**src/logic/sfpi_consts.vh**
```
// constants of the serial flash pin interface front end
`ifndef SFPI_CONSTS_VH
`define SFPI_CONSTS_VH
// ------------------------------------------------------------
// synchroniser bit positions
// ------------------------------------------------------------
`define SFPI_IN_SCK      0
`define SFPI_IN_CS_N     1
`define SFPI_IN_SI       2
`define SFPI_IN_PAUSE_N  3
`define SFPI_IN_WP_N     4
`define SFPI_IN_W        5
// chip select resets low: a pin held low from power-up shows no falling edge
`define SFPI_IN_RST      5'h1D
// ------------------------------------------------------------
// byte framing and reset values
// ------------------------------------------------------------
`define SFPI_LAST_BIT    3'h7
`define SFPI_TX_IDLE     8'hFF
// ------------------------------------------------------------
// protection map
// ------------------------------------------------------------
`define SFPI_ADDR_W      21
`define SFPI_ARRAY_TOP   22'h200000
`define SFPI_SECTOR_SIZE 22'h010000
`define SFPI_BP_ALL      3'h6
`endif

```
**src/logic/sfpi_top.v**
```verilog
// serial flash pin interface front end, device side
`timescale 1ns/1ps
`include "sfpi_consts.vh"
module sfpi_top (
   input  wire                    clk_sys_i,
   input  wire                    rst_n_i,
   input  wire                    sck_i,
   input  wire                    chip_select_n_i,
   input  wire                    serial_data_in_i,
   input  wire                    pause_n_i,
   input  wire                    write_protect_n_i,
   output reg                     serial_data_out_o,
   output reg                     serial_data_out_oe_o,
   input  wire [7:0]              tx_data_i,
   output reg                     tx_load_o,
   output reg  [7:0]              rx_data_o,
   output reg                     rx_valid_o,
   input  wire                    rx_ready_i,
   output reg                     rx_overrun_o,
   output reg                     frame_end_o,
   input  wire                    cmd_write_i,
   input  wire                    cmd_array_i,
   input  wire                    cmd_bulk_i,
   input  wire [`SFPI_ADDR_W-1:0] cmd_addr_i,
   input  wire [2:0]              block_protect_bits_i,
   input  wire                    busy_i,
   output reg                     exec_o,
   output reg                     refuse_o,
   output reg                     selected_o,
   output reg                     standby_o
);

   // ------------------------------------------------------------
   // protection decode
   // ------------------------------------------------------------
   function prot_hit;
      input [2:0]              bp;
      input [`SFPI_ADDR_W-1:0] addr;
      input                    bulk;
      reg   [21:0]             base;
      begin
         base = `SFPI_ARRAY_TOP - (`SFPI_SECTOR_SIZE << (bp - 3'h1));
         if (bp == 3'h0)
            prot_hit = 1'b0;
         else if (bp >= `SFPI_BP_ALL || bulk)
            prot_hit = 1'b1;
         else
            prot_hit = ({1'b0, addr} >= base);
      end
   endfunction

   // ------------------------------------------------------------
   // input synchronisers
   // ------------------------------------------------------------
   reg [4:0] sync1;
   reg [4:0] sync2;
   reg [4:0] prev;
   always @(posedge clk_sys_i) begin
      if (!rst_n_i) begin
         sync1 <= `SFPI_IN_RST;
         sync2 <= `SFPI_IN_RST;
         prev  <= `SFPI_IN_RST;
      end else begin
         // only sync2 feeds the edge stage and the logic
         sync1 <= {write_protect_n_i, pause_n_i, serial_data_in_i, chip_select_n_i, sck_i};
         sync2 <= sync1;
         prev  <= sync2;
      end
   end

   wire cs_low    = !sync2[`SFPI_IN_CS_N];
   wire cs_fall   = prev[`SFPI_IN_CS_N] && cs_low;
   wire cs_rise   = !prev[`SFPI_IN_CS_N] && !cs_low;
   wire paused    = !sync2[`SFPI_IN_PAUSE_N];
   wire sck_rise  = !prev[`SFPI_IN_SCK] && sync2[`SFPI_IN_SCK];
   wire sck_fall  = prev[`SFPI_IN_SCK] && !sync2[`SFPI_IN_SCK];
   wire wp_low    = !sync2[`SFPI_IN_WP_N];

   // ------------------------------------------------------------
   // serial shift engine
   // ------------------------------------------------------------
   reg       armed;
   reg       in_frame;
   reg [2:0] bit_cnt;
   reg [7:0] rx_shift;
   reg [7:0] tx_shift;
   reg       seen_rise;
   reg       byte_seen;
   reg       push;
   reg [7:0] push_data;

   // pause freezes the engine but keeps the frame open
   wire live    = in_frame && !paused;
   wire do_rise = live && sck_rise;
   // a falling edge with no rising edge before it (mode 3 start) shifts nothing
   wire do_fall = live && sck_fall && seen_rise;

   always @(posedge clk_sys_i) begin
      if (!rst_n_i) begin
         armed                <= 1'b0;
         in_frame             <= 1'b0;
         bit_cnt              <= 3'h0;
         rx_shift             <= 8'h00;
         tx_shift             <= `SFPI_TX_IDLE;
         seen_rise            <= 1'b0;
         byte_seen            <= 1'b0;
         push                 <= 1'b0;
         push_data            <= 8'h00;
         tx_load_o            <= 1'b0;
         serial_data_out_o    <= 1'b1;
         serial_data_out_oe_o <= 1'b0;
         frame_end_o          <= 1'b0;
      end else begin
         push        <= 1'b0;
         tx_load_o   <= 1'b0;
         frame_end_o <= 1'b0;
         if (cs_fall) begin
            armed             <= 1'b1;
            in_frame          <= 1'b1;
            bit_cnt           <= 3'h0;
            seen_rise         <= 1'b0;
            byte_seen         <= 1'b0;
            tx_shift          <= {tx_data_i[6:0], 1'b1};
            serial_data_out_o <= tx_data_i[7];
            tx_load_o         <= 1'b1;
         end else if (!cs_low) begin
            in_frame    <= 1'b0;
            frame_end_o <= in_frame;
         end else if (do_rise) begin
            rx_shift  <= {rx_shift[6:0], sync2[`SFPI_IN_SI]};
            bit_cnt   <= bit_cnt + 3'h1;
            seen_rise <= 1'b1;
            if (bit_cnt == `SFPI_LAST_BIT) begin
               push      <= 1'b1;
               push_data <= {rx_shift[6:0], sync2[`SFPI_IN_SI]};
               byte_seen <= 1'b1;
            end
         end else if (do_fall) begin
            seen_rise <= 1'b0;
            if (bit_cnt == 3'h0) begin
               serial_data_out_o <= tx_data_i[7];
               tx_shift          <= {tx_data_i[6:0], 1'b1};
               tx_load_o         <= 1'b1;
            end else begin
               serial_data_out_o <= tx_shift[7];
               tx_shift          <= {tx_shift[6:0], 1'b1};
            end
         end
         serial_data_out_oe_o <= in_frame && cs_low && !paused && !cs_fall;
      end
   end

   // ------------------------------------------------------------
   // two-entry receive buffer
   // ------------------------------------------------------------
   reg       spare_v;
   reg [7:0] spare;
   wire      pop = rx_valid_o && rx_ready_i;

   always @(posedge clk_sys_i) begin
      if (!rst_n_i) begin
         rx_valid_o   <= 1'b0;
         rx_data_o    <= 8'h00;
         spare_v      <= 1'b0;
         spare        <= 8'h00;
         rx_overrun_o <= 1'b0;
      end else begin
         if (cs_fall)
            rx_overrun_o <= 1'b0;
         if (!rx_valid_o || pop) begin
            if (spare_v) begin
               rx_data_o  <= spare;
               rx_valid_o <= 1'b1;
               spare_v    <= push;
               if (push)
                  spare <= push_data;
            end else begin
               rx_valid_o <= push;
               if (push)
                  rx_data_o <= push_data;
            end
         end else if (push) begin
            if (!spare_v) begin
               spare   <= push_data;
               spare_v <= 1'b1;
            end else begin
               // both entries full: the incoming byte is dropped
               rx_overrun_o <= 1'b1;
            end
         end
      end
   end

   // ------------------------------------------------------------
   // execute gate and power state
   // ------------------------------------------------------------
   wire aligned   = byte_seen && (bit_cnt == 3'h0);
   wire shielded  = cmd_array_i && wp_low
                    && prot_hit(block_protect_bits_i, cmd_addr_i, cmd_bulk_i);

   always @(posedge clk_sys_i) begin
      if (!rst_n_i) begin
         exec_o     <= 1'b0;
         refuse_o   <= 1'b0;
         selected_o <= 1'b0;
         standby_o  <= 1'b1;
      end else begin
         exec_o     <= 1'b0;
         refuse_o   <= 1'b0;
         // one verdict per write frame, on the deselecting edge
         if (cs_rise && in_frame && armed && cmd_write_i) begin
            if (aligned && !shielded)
               exec_o <= 1'b1;
            else
               refuse_o <= 1'b1;
         end
         selected_o <= cs_low && (armed || cs_fall);
         standby_o  <= !cs_low && !busy_i;
      end
   end

endmodule // sfpi_top

```
**config.mk**
```make
export PLATFORM = sky130hd
export DESIGN_NAME = sfpi_top
export DESIGN_NICKNAME = d
export VERILOG_FILES = /design/src/logic/sfpi_top.v
export VERILOG_INCLUDE_DIRS = /design/src /design/src/logic
export SDC_FILE = /design/constraint.sdc
export NUM_CORES = 1
export LEC_CHECK = 0
export BUFFER_PORTS_ARGS = -buffer_cell sky130_fd_sc_hd__clkbuf_2
export CORE_AREA = 2 2 76 78
export CTS_CLUSTER_DIAMETER = 200
export DETAILED_ROUTE_END_ITERATION = 12
export DIE_AREA = 0 0 78 80
export PLACE_DENSITY = 0.77
export SKIP_CTS_REPAIR_TIMING = 1
export SYNTH_ARGS = -nofsm -noshare
export SYNTH_HDL_FRONTEND = slang
export SYNTH_SLANG_ARGS = --single-unit
```
**constraint.sdc**
```tcl
create_clock -name clk_sys_i -period 3.25 [get_ports clk_sys_i]
set_input_delay 0.4875 -clock clk_sys_i [delete_from_list [all_inputs] [get_ports clk_sys_i]]
set_output_delay 0.4875 -clock clk_sys_i [all_outputs]
set_load 0.02 [all_outputs]
```
Yosys cells after proc, flatten, opt, wreduce, memory -nomap -nowiden --
Cells that the tools add are included.
Storage, ports and cells: register bits after elaboration 70, input bits 44, output and inout bits 18, word-level logic and storage cells 133
Cells by class: $add $sub $neg 3, $lt $le $gt $ge 2, equality and inequality tests 6, shift-type cells 1, multiplexer cells 38, bitwise operators 4, reductions and logical operators 53
Operator list (number):
- 2-to-1 mux 8 bit | 11
- 2-to-1 mux 1 bit | 27
- >= comparator 21 x 22 -> 1 bit | 1
- << shifter 17 x 3 -> 22 bit, first input constant | 1
- subtractor 22 bit, first input constant | 1
- logical AND 1 bit | 21
- AND reduction 3 bit | 4
- nonzero test 2 bit | 5
- zero test 1 bit | 9
- AND reduction 2 bit | 4
- AND reduction 4 bit | 2
- zero test 3 bit | 2
- inequality test 2 bit, second input constant | 3
- inequality test 2 x 1 -> 1 bit, second input constant | 2
- inverter 1 bit | 4
- OR reduction 4 bit | 1
- adder 3 x 1 -> 3 bit, second input constant | 1
- == test 3 bit, second input constant | 1
- >= comparator 3 bit, second input constant | 1
- logical OR 1 bit | 3
- OR reduction 3 bit | 1
- subtractor 3 x 1 -> 3 bit, second input constant | 1
- OR reduction 2 bit | 1

Depth between registers and ports, before layout --
depth in word-level cells 10, depth in mapped cells 11, depth with buffers taken out 10

Worst setup path after synthesis --
No wires, ideal clock.
path kind in2reg, start point input port block_protect_bits_i[2], end point register refuse_o, arrival time 2.376 ns, required time 3.190 ns, slack 0.815 ns, stages on the path 10, buffers on the path 1, cells stage by stage clkbuf_2 > or3b_2 > ha_1 > nand3_1 > o21ai_0 > ha_1 > inv_1 > a2111oi_0 > a21oi_1 > and3b_1
On the way: word-level cells in the longest chain between the ends 10, elaborated cells on any way between the ends 13, those cells by class 2 x add/sub; 2 x order compare; 1 x shift; 3 x mux; 5 x reduce/logical
Ends and longest elaborated chain:
- start: declaration | RTL line sfpi_top.v:25 | input wire [2:0] block_protect_bits_i,
- subtractor 3 x 1 -> 3 bit | RTL line sfpi_top.v:42 | base = `SFPI_ARRAY_TOP - (`SFPI_SECTOR_SIZE << (bp - 3'h1));
- << shifter 17 x 3 -> 22 bit (no line)
- subtractor 22 bit (no line)
- >= comparator 21 x 22 -> 1 bit | RTL line sfpi_top.v:48 | prot_hit = ({1'b0, addr} >= base);
- 2-to-1 mux 1 bit | RTL line sfpi_top.v:45 | else if (bp >= `SFPI_BP_ALL || bulk)
- 2-to-1 mux 1 bit (*) | RTL line sfpi_top.v:43 | if (bp == 3'h0)
- logical AND 1 bit (*) | RTL line sfpi_top.v:199 | && prot_hit(block_protect_bits_i, cmd_addr_i, cmd_bulk_i);
- zero test 1 bit (*) | RTL line sfpi_top.v:212 | if (aligned && !shielded)
- logical AND 1 bit (*) | RTL line sfpi_top.v:212
- 2-to-1 mux 1 bit (*) | RTL line sfpi_top.v:212
- end signal: assignment | RTL line sfpi_top.v:204 | refuse_o <= 1'b0;
- end signal: assignment | RTL line sfpi_top.v:209 | refuse_o <= 1'b0;
- end signal: assignment | RTL line sfpi_top.v:215 | refuse_o <= 1'b1;
- end: declaration | RTL line sfpi_top.v:28 | output reg refuse_o,
Mark *: on every way between the ends. The rest lies on a longest branch, timed or not. A chain may end at the register's enable or synchronous reset.

Final worst setup path --
start point input port block_protect_bits_i[1], end point register refuse_o
The elaborated chain is that of the path after synthesis.

==> run_results.csv <==
group,metric,value,unit
status,outcome,"complete, no violations",
logic_synthesis,yosysWarningCount,0,
layout,fin_nets,391,
critical_path,start_kind,"input port",
drt,wirelength,4723,µm
global_routing,grt_pass1_wl,8342,µm
min_path,holdPathStages,2,
critical_path,cp_slowest_cell,"or3b_2",
critical_path,path_common_cell,"ha_1",
logic_synthesis,seq_area_frac_synth,49.31,%
timing,slew_headroom,46.74,%
floorplanning,rows,27,
power_and_ir_drop,peakVddDrop,0.2666,mV
timing,setup_viol,0,
drt,ant_nets,0,
clock_tree,path_clk_slew,60,ps
floorplanning,io_pins,62,
critical_path,crit_path_end_kind,"flip-flop",
drt,post_drt_wl_per_cell,11.44,µm
critical_path,path_delay_family,"simple AND/OR/NAND/NOR gates",
timing,setup-tns-final,0,ps
timing,fin_crit,2270,ps
place,hpwl,3281,µm
clock_tree,clk_latency,330,ps
drt,drcViolationCount,0,
drt,dr.pass1.iters,4,
critical_path,crit_path_max_fanout,8,
place,place_ws,632.0,ps
critical_path,arrival,2500,ps
floorplanning,die_h,80,µm
global_routing,grt_max_degree,41,
clock_tree,cts_tree,"done",
layout,layout-drive-gt1-share,19.35,%
critical_path,setup.worst_path.class,"in -> reg",
logic_synthesis,synth_edf_count,0,
layout,layout.cells.most_common_list,"dfxtp_1 (69), nor2_1 (48), clkbuf_2 (45), mux2i_1 (24), a211oi_1 (16)",
floorplanning,coreArea,5405,µm²
place,io_buffers,45,
drt,viasPerCell,5.145,
timing,slew_viol_final,0,
timing,max_freq,0.4406,GHz
power_and_ir_drop,power_density,502.3,nW/µm²
run,max-cap-violations,0,
timing,holdWs,332.6,ps
logic_synthesis,synth-seq-cells,69,
floorplanning,start_util,51.83,%
global_routing,grt_pass1_vias,1963,
global_routing,grt-ovfl-total,0,
logic_synthesis,synth_fp_nets,350,
timing,finalHoldViolCount,0,
logic_synthesis,synth_flop_cell,"dfxtp_1",
clock_tree,cts.sinks,69,
logic_synthesis,ys_async_sr_fraction,0,%
critical_path,path_buf_inv,1,
layout,syn_to_final_growth,15.94,%
critical_path,critical_path_depth,10,
logic_synthesis,syn_inst,297,
clock_tree,cts_root_buffer,"clkbuf_8",
clock_tree,cts_buffers,9,
layout,seq_area,1381,µm²
layout,final_common_cell,"dfxtp_1",
drt,route.vias.total,2125,
clock_tree,clk_path_buf_depth,2,
logic_synthesis,ys_types,38,
critical_path,crit_chain,"clkbuf_2 > or3b_2 > ha_1 > nand3_1 > o21ai_0 > ha_1 > a211oi_1 > a2111oi_0 > a21oi_1 > and3b_1",
floorplanning,die_w,78,µm
timing,timing.final.ws_setup,980.4,ps
timing,post-route-period-util,69.83,%
timing,finClkSkew,5.387,ps
place,routabilityCongestion,0.7605,
critical_path,cpPeakStageDelay,510,ps
layout,multi_input_area,1311,µm²
global_routing,grtUsageTotal,16.94,%
timing,worst_pin_slew,797.3,ps
logic_synthesis,syn_avg_cell_area,9.432,µm²
logic_synthesis,syn-cell-area,2801,µm²
critical_path,required,3480,ps
clock_tree,htree_levels,3,
drt,drt_iter0_drc,97,
global_routing,antenna_found_initial,0,
floorplanning,dieArea,6240,µm²
timing,grt_setup_unrepaired,"false",
layout,insertedDiodeCount,0,
min_path,hp-class,"in -> reg",
critical_path,reg2reg_depth,6,
layout,fillers,487,
power_and_ir_drop,p_leak,0.001367,µW
## area by class of cell
cell class / count / share of cell area (%)
Sequential cell: 69 / 42.53
Multi-Input combinational cell: 203 / 40.37
Timing Repair Buffer: 46 / 7.165
Clock buffer: 13 / 5.200
Tap cell: 72 / 2.773
Inverter: 9 / 1.040
Clock inverter: 1 / 0.9245
## layer usage
metal,up-vias,routed length (µm),GRT usage (%)
met3,10,221,4.525
met1,952,2344,20.65
met5,-,0,0
li1,1112,-,-
met2,51,2050,26.98
met4,0,106,9.825
## where the power goes
group / leakage [µW] / internal, µW / switching, µW
clock: 0.000102 / 409 / 283
sequential: 0.000559 / 857 / 6.02
combinational: 0.000706 / 34.7 / 41.9
## path summary, 6_finish.rpt
| check | end | from | slack (ps) |
|---|---|---|---|
| worst max-delay path | refuse_o | block_protect_bits_i[1] | 980 |
| worst min-delay path | sync1[0] | sck_i | 330 |
| worst max register to register | tx_shift[2] | bit_cnt[0] | 1460 |
| worst min register to register | sync2[3] | sync1[3] | 410 |
## registers in the layout, summed over array words and instances, names as in the netlist, 2 cells and up
signal	count
sync2	5
rx_shift	7
push_data	8
tx_shift	7
rx_data_o	8
bit_cnt	3
prev	2
sync1	5
spare	8
## synthesized netlist by cell type (all sizes together), types with 3 or more instances
master | number | share of area [%]
a211oi | 16 | 4.3
a21oi | 13 | 2.3
buf | 6 | 1.3
clkbuf | 10 | 1.4
dfxtp | 69 | 49
ha | 9 | 4.0
inv | 9 | 1.2
mux2i | 24 | 8.6
nand2 | 6 | 0.80
nand2b | 13 | 2.9
nand3 | 9 | 1.6
nand3b | 3 | 1.3
nor2 | 49 | 6.7
nor2b | 3 | 0.67
nor3 | 8 | 1.4
nor3b | 7 | 1.9
o21ai | 21 | 3.8
xnor2 | 3 | 0.94
## per-stage QoR
stage | std cells | utilization, % | power [µW] | instance area [µm²]
CTS | 413 | 60.09 | 1649 | 3248
finish | 413 | 60.09 | 1632 | 3248
detailed placement | 399 | 56.41 | 958.7 | 3049
floorplan | 297 | - | 928.5 | 2801
global placement | 399 | 56.41 | 955.9 | 3049
global route | 413 | 60.09 | 1692 | 3248
## cell families after synthesis
kind of cell	synth area share, %
and+or+nand+nor	19.79
xor gates and xnor gates	1.563
AOI/OAI and AO/OA	12.86
muxes	8.575
DFF	49.31
adders and majority gates	4.020
buffers and inverters	3.885
Note: power is estimated with default switching activity, not from simulation.
